[config.mk]
export PLATFORM = sky130hd
export DESIGN_NAME = ctrl_end_flat
export DESIGN_NICKNAME = d
export VERILOG_FILES = /design/src/design/linear_array_pkg.sv /design/src/design/sensor_link_if.sv /design/src/design/ctrl_end.sv /design/src/flat_wrapper.sv
export VERILOG_INCLUDE_DIRS = /design/src /design/src/design
export SDC_FILE = /design/constraint.sdc
export NUM_CORES = 1
export LEC_CHECK = 0
export ABC_AREA = 1
export BUFFER_PORTS_ARGS = -buffer_cell sky130_fd_sc_hd__buf_2
export CAP_MARGIN = 20
export CORE_UTILIZATION = 45
export CTS_BUF_LIST = sky130_fd_sc_hd__clkbuf_4 sky130_fd_sc_hd__clkbuf_8 sky130_fd_sc_hd__clkbuf_16
export DETAILED_ROUTE_END_ITERATION = 16
export PLACE_DENSITY = 0.69
export SYNTH_ARGS = -nofsm -noshare
export SYNTH_HDL_FRONTEND = slang
export SYNTH_SLANG_ARGS = --single-unit
[constraint.sdc]
create_clock -name clk_i -period 3 [get_ports clk_i]
set_input_delay 0.75 -clock clk_i [delete_from_list [all_inputs] [get_ports clk_i]]
set_output_delay 0.75 -clock clk_i [all_outputs]
set_load 0.1 [all_outputs]
[src/design/linear_array_defs.svh]
// What this block does
// - Start raised, taken on a clock rise
// - Controller drops start before next clock rise
// - Start rise freezes samples and begins integrator reset
// - One token bit per pixel sequences the readout
// - One stored pixel drives the output per clock
// - Integrators reset first 18 clocks, free on 19th
// - Clock 129 shifts token out, output released
// - Controller always issues the 129th clock
// - Next start waits one transfer interval after 129
// - Output released whenever no readout runs
// - Charge transfer interval is 20 microseconds
//
// Purpose: Shared constants of the linear array readout pair.
// Assumes: One system clock of 25 MHz on both ends.
// Notes: The transfer gap count derives from its time in ns.
`ifndef LINEAR_ARRAY_DEFS_SVH
`define LINEAR_ARRAY_DEFS_SVH
`define NUM_PIXELS 128
`define PIX_WIDTH 8
`define RESET_CLKS 18
`define INTEG_START_CLK 19
`define END_CLK 129
`define CLK_PERIOD_NS 40
`define XFER_INTERVAL_NS 20000
`define XFER_INTERVAL_CYCLES ((`XFER_INTERVAL_NS + `CLK_PERIOD_NS - 1) / `CLK_PERIOD_NS)
`define HALF_DIV 8
`define MIN_HALF_DIV 8
`define FIFO_DEPTH 4
`define SYNC_STAGES 3
`endif

[src/design/linear_array_pkg.sv]
// Purpose: Types of the linear array readout pair.
// Assumes: Constants come from linear_array_defs.svh.
// Notes: Controller states only; the sensor has no state machine.
package linear_array_pkg;
  typedef enum logic [1:0] {
    CTRL_IDLE = 2'b00,
    CTRL_ARM = 2'b01,
    CTRL_RUN = 2'b10,
    CTRL_GAP = 2'b11
  } ctrl_state_t;
endpackage

[src/design/sensor_link_if.sv]
// Purpose: Pins between the sensor end and the controller end.
// Assumes: Both ends run on the same system clock.
// Notes: The analog output is a sample word plus its drive enable.
`timescale 1ns/1ns
`default_nettype none
interface sensor_link_if #(parameter int PIX_W = 8);
  logic start;              // Start pulse, controller drives
  logic sclk;               // Pixel clock, controller drives
  logic [PIX_W-1:0] pix;    // Analog pixel output value
  logic pix_oe;             // High while the sensor drives the output
  modport sensor (input start, input sclk, output pix, output pix_oe);
  modport ctrl (output start, output sclk, input pix, input pix_oe);
endinterface
`default_nettype wire

[src/design/ctrl_end.sv]
// Purpose: Controller end: start pulse, pixel clock, sample capture.
// Assumes: Sensor output settles within half a pixel clock period.
// Notes: A full FIFO stalls the pixel clock with it low-going held high.
`timescale 1ns/1ns
`default_nettype none
`include "linear_array_defs.svh"
module pixel_fifo #(
  parameter int WIDTH = `PIX_WIDTH,
  parameter int DEPTH = `FIFO_DEPTH
) (
  input wire logic clk_i,               // System clock
  input wire logic reset_i,             // Async reset, high
  input wire logic [WIDTH-1:0] in_data_i, // Write word
  input wire logic in_valid_i,          // Write request
  output logic in_ready_o,              // Room for a word
  output logic [WIDTH-1:0] out_data_o,  // Head word
  output logic out_valid_o,             // Head word present
  input wire logic out_ready_i          // Reader takes head
);
  localparam int AW = (DEPTH > 1) ? $clog2(DEPTH) : 1;
  // Pointer wrap relies on a power-of-two depth
  if (DEPTH < 2 || (DEPTH & (DEPTH - 1)) != 0 || WIDTH < 1)
  begin : g_bad_depth
    $error("pixel_fifo: depth must be a power of two");
  end
  // Word store and pointers; one spare count bit tells full from empty
  logic [WIDTH-1:0] mem_r [DEPTH];
  logic [AW-1:0] wp_r;
  logic [AW-1:0] wp_nxt;
  logic [AW-1:0] rp_r;
  logic [AW-1:0] rp_nxt;
  logic [AW:0] cnt_r;
  logic [AW:0] cnt_nxt;
  logic wr_w;
  logic rd_w;
  assign wr_w = in_valid_i & in_ready_o;
  assign rd_w = out_valid_o & out_ready_i;

  // Pointer and fill bookkeeping
  always_comb
  begin
    wp_nxt = wr_w ? wp_r + AW'(1) : wp_r;
    rp_nxt = rd_w ? rp_r + AW'(1) : rp_r;
    cnt_nxt = cnt_r + (AW+1)'(wr_w) - (AW+1)'(rd_w);
  end
  always_ff @(posedge clk_i or posedge reset_i)
  begin
    if (reset_i)
    begin
      wp_r <= '0;
      rp_r <= '0;
      cnt_r <= '0;
    end
    else
    begin
      wp_r <= wp_nxt;
      rp_r <= rp_nxt;
      cnt_r <= cnt_nxt;
    end
  end
  always_ff @(posedge clk_i)
  begin
    if (wr_w)
      mem_r[wp_r] <= in_data_i;
  end
  assign in_ready_o = (cnt_r != (AW+1)'(DEPTH));
  assign out_valid_o = (cnt_r != '0);
  assign out_data_o = mem_r[rp_r];
endmodule

module ctrl_end #(
  parameter int PIX_W = `PIX_WIDTH,
  parameter int HALF_DIV = `HALF_DIV,
  parameter int XFER_CYC = `XFER_INTERVAL_CYCLES,
  parameter int DEPTH = `FIFO_DEPTH
) (
  input wire logic clk_i,              // System clock
  input wire logic reset_i,            // Async reset, high
  input wire logic start_i,            // Request one readout
  output logic busy_o,                 // Readout or gap running
  output logic [PIX_W-1:0] pix_data_o, // Captured pixel
  output logic pix_valid_o,            // Captured pixel present
  input wire logic pix_ready_i,        // User takes pixel
  sensor_link_if.ctrl link             // Link to the sensor
);
  localparam int CW = 8;
  localparam int DW = 16;
  // Sensor needs four cycles to show a pixel after a rise
  if (HALF_DIV < `MIN_HALF_DIV || HALF_DIV > 65535 || XFER_CYC < 1 || XFER_CYC > 65535)
  begin : g_bad_param
    $error("ctrl_end: unsupported parameters");
  end

  linear_array_pkg::ctrl_state_t st_r;
  linear_array_pkg::ctrl_state_t st_nxt;
  logic [DW-1:0] div_r;
  logic [DW-1:0] div_nxt;
  logic [CW-1:0] edge_r;
  logic [CW-1:0] edge_nxt;
  logic sclk_r;
  logic sclk_nxt;
  logic si_r;
  logic si_nxt;
  logic busy_r;
  logic busy_nxt;
  // Push request, buffer room and divider tick
  logic push_w;
  logic in_ready_w;
  logic tick_w;

  assign tick_w = (div_r == '0);

  // Pixel clock divider and readout sequence
  always_comb
  begin
    st_nxt = st_r;
    div_nxt = (div_r == '0) ? DW'(HALF_DIV - 1) : div_r - DW'(1);
    edge_nxt = edge_r;
    sclk_nxt = sclk_r;
    si_nxt = si_r;
    push_w = 1'b0;
    case (st_r)
      linear_array_pkg::CTRL_IDLE:
      begin
        div_nxt = DW'(HALF_DIV - 1);
        if (start_i)
        begin
          si_nxt = 1'b1;
          st_nxt = linear_array_pkg::CTRL_ARM;
        end
      end
      linear_array_pkg::CTRL_ARM:
      begin
        if (tick_w)
        begin
          sclk_nxt = 1'b1;
          edge_nxt = CW'(1);
          st_nxt = linear_array_pkg::CTRL_RUN;
        end
      end
      linear_array_pkg::CTRL_RUN:
      begin
        if (tick_w && !sclk_r)
        begin
          sclk_nxt = 1'b1;
          edge_nxt = edge_r + CW'(1);
        end
        else if (tick_w && sclk_r)
        begin
          si_nxt = 1'b0;
          // Keep counts 1 to 128 only; stall on a full FIFO
          if (edge_r < CW'(`END_CLK))
          begin
            push_w = 1'b1;
            if (!in_ready_w)
              div_nxt = div_r;
            else
              sclk_nxt = 1'b0;
          end
          else
          begin
            sclk_nxt = 1'b0;
            div_nxt = DW'(XFER_CYC - 1);
            st_nxt = linear_array_pkg::CTRL_GAP;
          end
        end
      end
      linear_array_pkg::CTRL_GAP:
      begin
        if (tick_w)
          st_nxt = linear_array_pkg::CTRL_IDLE;
      end
      default:
        st_nxt = linear_array_pkg::CTRL_IDLE;
    endcase
    busy_nxt = (st_nxt != linear_array_pkg::CTRL_IDLE);
  end

  always_ff @(posedge clk_i or posedge reset_i)
  begin
    if (reset_i)
    begin
      st_r <= linear_array_pkg::CTRL_IDLE;
      div_r <= '0;
      edge_r <= '0;
      sclk_r <= 1'b0;
      si_r <= 1'b0;
      busy_r <= 1'b0;
    end
    else
    begin
      st_r <= st_nxt;
      div_r <= div_nxt;
      edge_r <= edge_nxt;
      sclk_r <= sclk_nxt;
      si_r <= si_nxt;
      busy_r <= busy_nxt;
    end
  end

  // Samples on counts 1 to 128; zero is stored while the sensor does not drive its output
  pixel_fifo #(.WIDTH(PIX_W), .DEPTH(DEPTH)) u_fifo (
    .clk_i(clk_i),
    .reset_i(reset_i),
    .in_data_i(link.pix_oe ? link.pix : '0),
    .in_valid_i(push_w),
    .in_ready_o(in_ready_w),
    .out_data_o(pix_data_o),
    .out_valid_o(pix_valid_o),
    .out_ready_i(pix_ready_i)
  );

  assign link.start = si_r;
  assign link.sclk = sclk_r;
  assign busy_o = busy_r;
endmodule
`default_nettype wire

[src/flat_wrapper.sv]
// flat-port wrapper written by rule: the top's interface ports become plain ports
module ctrl_end_flat 
#(
  parameter int PIX_W = `PIX_WIDTH,
  parameter int HALF_DIV = `HALF_DIV,
  parameter int XFER_CYC = `XFER_INTERVAL_CYCLES,
  parameter int DEPTH = `FIFO_DEPTH
)
  (clk_i, reset_i, start_i, busy_o, pix_data_o, pix_valid_o, pix_ready_i, link_start, link_sclk, link_pix, link_pix_oe);
  sensor_link_if #(.PIX_W(PIX_W)) link_i ();
  input wire logic clk_i;
  input wire logic reset_i;
  input wire logic start_i;
  output logic busy_o;
  output logic [PIX_W-1:0] pix_data_o;
  output logic pix_valid_o;
  input wire logic pix_ready_i;
  output wire logic [$bits(link_i.start)-1:0] link_start;
  output wire logic [$bits(link_i.sclk)-1:0] link_sclk;
  input wire logic [$bits(link_i.pix)-1:0] link_pix;
  input wire logic [$bits(link_i.pix_oe)-1:0] link_pix_oe;
  assign link_start = link_i.start;
  assign link_sclk = link_i.sclk;
  assign link_i.pix = link_pix;
  assign link_i.pix_oe = link_pix_oe;
  ctrl_end #(.PIX_W(PIX_W), .HALF_DIV(HALF_DIV), .XFER_CYC(XFER_CYC), .DEPTH(DEPTH)) u_core (.clk_i(clk_i), .reset_i(reset_i), .start_i(start_i), .busy_o(busy_o), .pix_data_o(pix_data_o), .pix_valid_o(pix_valid_o), .pix_ready_i(pix_ready_i), .link(link_i));
endmodule
* Word-level counts from Yosys, hierarchy flattened
Memory sizes are Yosys's and may differ from the RTL's.
Cells that the tools add are included.
** Storage, ports and cells
- Input bits :: 13
- RAM bits :: 32
- Word-level logic and storage cells :: 76
- Register bits after elaboration :: 36
- Output and inout port bits :: 12
- Memories kept :: 1
** Cells by class
- Add/sub/neg operators :: 6
- Bitwise logic cells :: 2
- Order comparisons :: 1
- Reduce and logical (&&, ||, !) cells :: 12
- Multiplexer cells :: 33
- Equality and inequality tests :: 12
** Memories
- u_core.u_fifo.mem_r :: depth 4, bits a word 8, rd ports 1, clocked after Yosys merged registers in 0, write ports 1, line ctrl_end.sv:27 : logic [WIDTH-1:0] mem_r [DEPTH];
** Operators by type and width (count)
- 16-bit 2-to-1 mux :: 5
- 16-bit one-hot mux with 2 select lines :: 1
- 8-bit 2-to-1 mux :: 3
- 16-bit logical NOT :: 1
- 8-bit one-hot mux with 2 select lines :: 1
- 16-bit by 1-bit subtractor with 16-bit output, second input constant :: 1
- 1-bit 2-to-1 mux :: 14
- 2-bit 2-to-1 mux :: 6
- 8-bit by 1-bit adder with 8-bit output, second input constant :: 1
- 8-bit less-than comparator, second input constant :: 1
- 2-bit one-hot mux with 4 select lines :: 1
- 4-bit AND reduction :: 2
- 2-bit by 1-bit inequality test with 1-bit output, second input constant :: 3
- 2-bit nonzero test :: 3
- 5-bit by 3-bit inequality test with 1-bit output, second input constant :: 1
- 2-bit by 1-bit adder with 2-bit output, second input constant :: 2
- 2-bit equality test, second input constant :: 2
- 2-bit inequality test, second input constant :: 2
- 4-bit by 2-bit inequality test with 1-bit output, second input constant :: 1
- 1-bit one-hot mux with 2 select lines :: 2
- 3-bit by 1-bit adder with 3-bit output :: 1
- 3-bit by 1-bit inequality test with 1-bit output, second input constant :: 1
- 3-bit inequality test, second input constant :: 1
- 3-bit AND reduction :: 1
- 7 further kinds :: 9

* Longest topological paths before layout
- Depth after elaboration :: 8
- Mapped depth :: 12
- Gate-level depth less buffers :: 12

* Cells and area by module
A second synthesis with hierarchy kept.
** Second synthesis, totals
- Cell total of the unflattened synthesis :: 443
- Area, all modules :: 3672.3 um^2
** Modules (own cells, without submodules)
- ctrl_end :: cells an instance 283, seq. area each 725.7 um^2, instances 1, area an instance 1934.4 um^2
- pixel_fifo :: cells an instance 160, seq. area each 1136.1 um^2, instances 1, area an instance 1737.9 um^2

* Worst setup path after synthesis
OpenSTA, ideal clock, no wires.
- Path kind :: reg-to-output
- Start :: reg u_core.u_fifo.rp_r[0]
- End :: out pix_data_o[5]
- Cell stages (with the launch flop) :: 6
- Slack :: -243 ps
- Data required time :: 2250 ps
- Buffers on the path :: 2
- Arrival :: 2493 ps
- Cell sequence :: dfrtp_1 clkbuf_1 inv_1 clkbuf_1 o21ai_0 o22ai_1
** On the way
- Word-level cells in the longest chain between the ends :: 1
** Ends and longest elaborated chain
- start: declaration :: line ctrl_end.sv:30 : logic [AW-1:0] rp_r;
- start signal: assignment :: line ctrl_end.sv:57 : rp_r <= rp_nxt;
- memory 4 x 8 bit
- end: declaration :: line flat_wrapper.sv:15 : output logic [PIX_W-1:0] pix_data_o;
Every way passes these cells.

* Final worst setup path
- Start :: reg u_core.u_fifo.rp_r[0]
- End :: out pix_data_o[0]
Same word-level chain as after synthesis.

==> flow_summary.ini <==
[run_status]
status = complete, no violations

[logic_synthesis]
synthCells = 392
synth.avg_cell_area_um2 = 8.99
ys_async_sr_fraction_pct = 52.9
ys_warn_count = 0
yosysUniqueCellTypes = 32
synth_common_cells = nand2_1 (64), inv_1 (57), nor2_1 (51)
synth_area_um2 = 3520
yosys.area.top_type_share_pct = 27.3
synth_seq_cells = 68
synth.most_common_cell = nand2_1
synth_top_area_cell = edfxtp_1
ys.flop_type = dfrtp_1
synth_edf_count = 32
syn_nets = 420
netlist_top_cells_area = edfxtp_1 (27%), dfrtp_1 (26%), nand2_1 (6.8%)
ys_seq_area_share_pct = 52.9

[final_layout]
fillers = 671
nets = 453
area_growth_pct = 13.3
final_cells = 529
multiInputGateArea_um2 = 1450
n_antenna_cell = 0
drive_gt1_share_pct = 17.2
regArea_um2 = 1860

[global_routing]
grt_pass1_vias = 2518
grt_pass1_wl_um = 11500
antenna_found_initial = 0
grt_start_max_net_pins = 37
gr-total-overflow = 0
track_usage_pct = 18.0

[timing]
final_max_slew_viol_count = 0
min_period_ps = 2630
fin_tns_setup_ps = 0
finClkSkew_ps = 6.94
max_freq_mhz = 381
setup_viol = 0
hold_viol = 0
fin_ws_ps = 374
worst_slew_pin_slew_ps = 513
period_share_pct = 87.5
rsz0062_at_grt = no
fin_hold_ws_ps = 481
relSlewSlack_pct = 65.8

[setup_path]
cp_max_fo = 17
regToRegSetupSlack_ps = 450
r2r-start = u_core.div_r[0]
cp.arrival_ps = 1880
crit_start = u_core.u_fifo.rp_r[0]
critPathCaptureType = primary output
start_kind = flop
criticalPathCategory = flop to primary output
worstPathRequired_ps = 2250

[clock_tree]
cts_root_buf = clkbuf_8
clock-sinks = 68
insertion_delay_ps = 350
hold_buffers = 0
clk_pin_slew_ps = 70
cts-resized-gates = 0
clock_path_buffers = 2
post_cts_buffers = 0
cts_made_buffers = 9
ctsHtreeMaxLevel = 3
cts_tree = yes

[run]
maxCapViolCount = 0

[routing]
drtPass1Iterations = 4
remaining_drc_errors = 0
met2RoutedLength_um = 3230
wl_met3_um = 194
drt_iter0_markers = 136
ant_nets = 0
vias = 2596
wl_per_cell_um = 12.6
via_per_inst = 4.91
routed.top_layer = met4
wl_um = 6690
met1_length_um = 3130

[worst_hold_path]
hp-start = u_core.link.start
hp-class = flop to flop

[floorplanning]
fp.coreArea_um2 = 7410
ios = 25
dieHeight_um = 90.5
placementRows = 31
die_area_um2 = 8180
initial_core_util_pct = 47.5
die_w_um = 90.5

[place]
dpl.cell_count = 513
gp_congestion = 0.810
port_buffers = 24
dp_hpwl_um = 4780
preCtsSetupSlack_ps = 461

[power_and_ir_drop]
p_total_mw = 3.35
p_leak_nw = 1.90
irDropWorstVdd_uv = 415
power_density_nw_per_um2 = 839
==> layout make-up <==
cell class,count,area share [%]
well taps,99,3.10
clock inverters,7,1.10
multi-input cells,257,36.3
inverters,58,5.45
flip-flops and latches,68,46.6
clock buffers,9,3.10
repair buffers,31,4.33
==> power breakdown <==
group | switching (mW) | total [mW] | internal [mW]
clock network | 0.353 | 0.648 | 0.294
logic | 1.24 | 1.57 | 0.328
registers | 0.0720 | 1.14 | 1.06
==> metal layers <==
layer | track usage (%) | up-vias
li1 | - | 1341
met1 | 22.9 | 1215
met2 | 29.5 | 31
met3 | 3.11 | 9
met4 | 8.87 | 0
met5 | 0 | -
==> placed cells by master (no fill, tap or decap), drive strengths merged, types with 2 or more instances in the layout <==
master / count
xnor2: 4
clkinvlp: 2
clkinv: 6
inv: 57
o21ai: 34
nand2: 72
xor2: 5
buf: 31
nand3: 30
ha: 14
nor2: 60
clkbuf: 9
o21bai: 2
o22ai: 8
nand4: 3
nand3b: 2
edfxtp: 32
a21oi: 16
dfrtp: 36
==> worst max-delay path, cell delays in order, from the launching register on <==
cell,delay [ps]
dfrtp_1,380
inv_1,390
o21ai_0,200
o22ai_2,120
buf_2,440
==> kinds of logic (layout without fill, tap and decap cells) <==
group	count (synthesis)	count (layout)	share of synthesized area, %
buf+inv	67	105	7.46
flops	68	68	52.9
simple gates	170	170	22.3
fa+ha+maj	15	15	5.54
compound gates	63	63	9.59
xor+xnor	9	9	2.24
==> sequential cells by signal (all words and copies together) (netlist names) <==
register / cells
u_core.u_fifo.wp_r: 2
u_core.link.start: 1
u_core.div_r: 16
u_core.busy_o: 1
u_core.st_r: 2
u_core.link.sclk: 1
u_core.u_fifo.mem_r: 32
u_core.u_fifo.rp_r: 2
u_core.edge_r: 8
u_core.u_fifo.cnt_r: 3
==> final timing paths <==
path	end	cells after the start
max in group asynchronous	u_core.st_r[1]	3
max	pix_data_o[0]	4
min	u_core.link.start	2
max reg2reg	u_core.u_fifo.cnt_r[2]	12
min in group asynchronous	u_core.div_r[8]	3
min reg2reg	u_core.link.start	2
==> through the flow <==
| stage | utilization (%) | cell area [um2] |
|---|---|---|
| after detailed placement | 51.6 | 3820 |
| after CTS | 53.9 | 3990 |
| after global placement | 51.6 | 3820 |
| final | 53.9 | 3990 |
| after global routing | 53.9 | 3990 |
| after floorplan | - | 3570 |
Note: power is estimated with default switching activity, not from simulation.
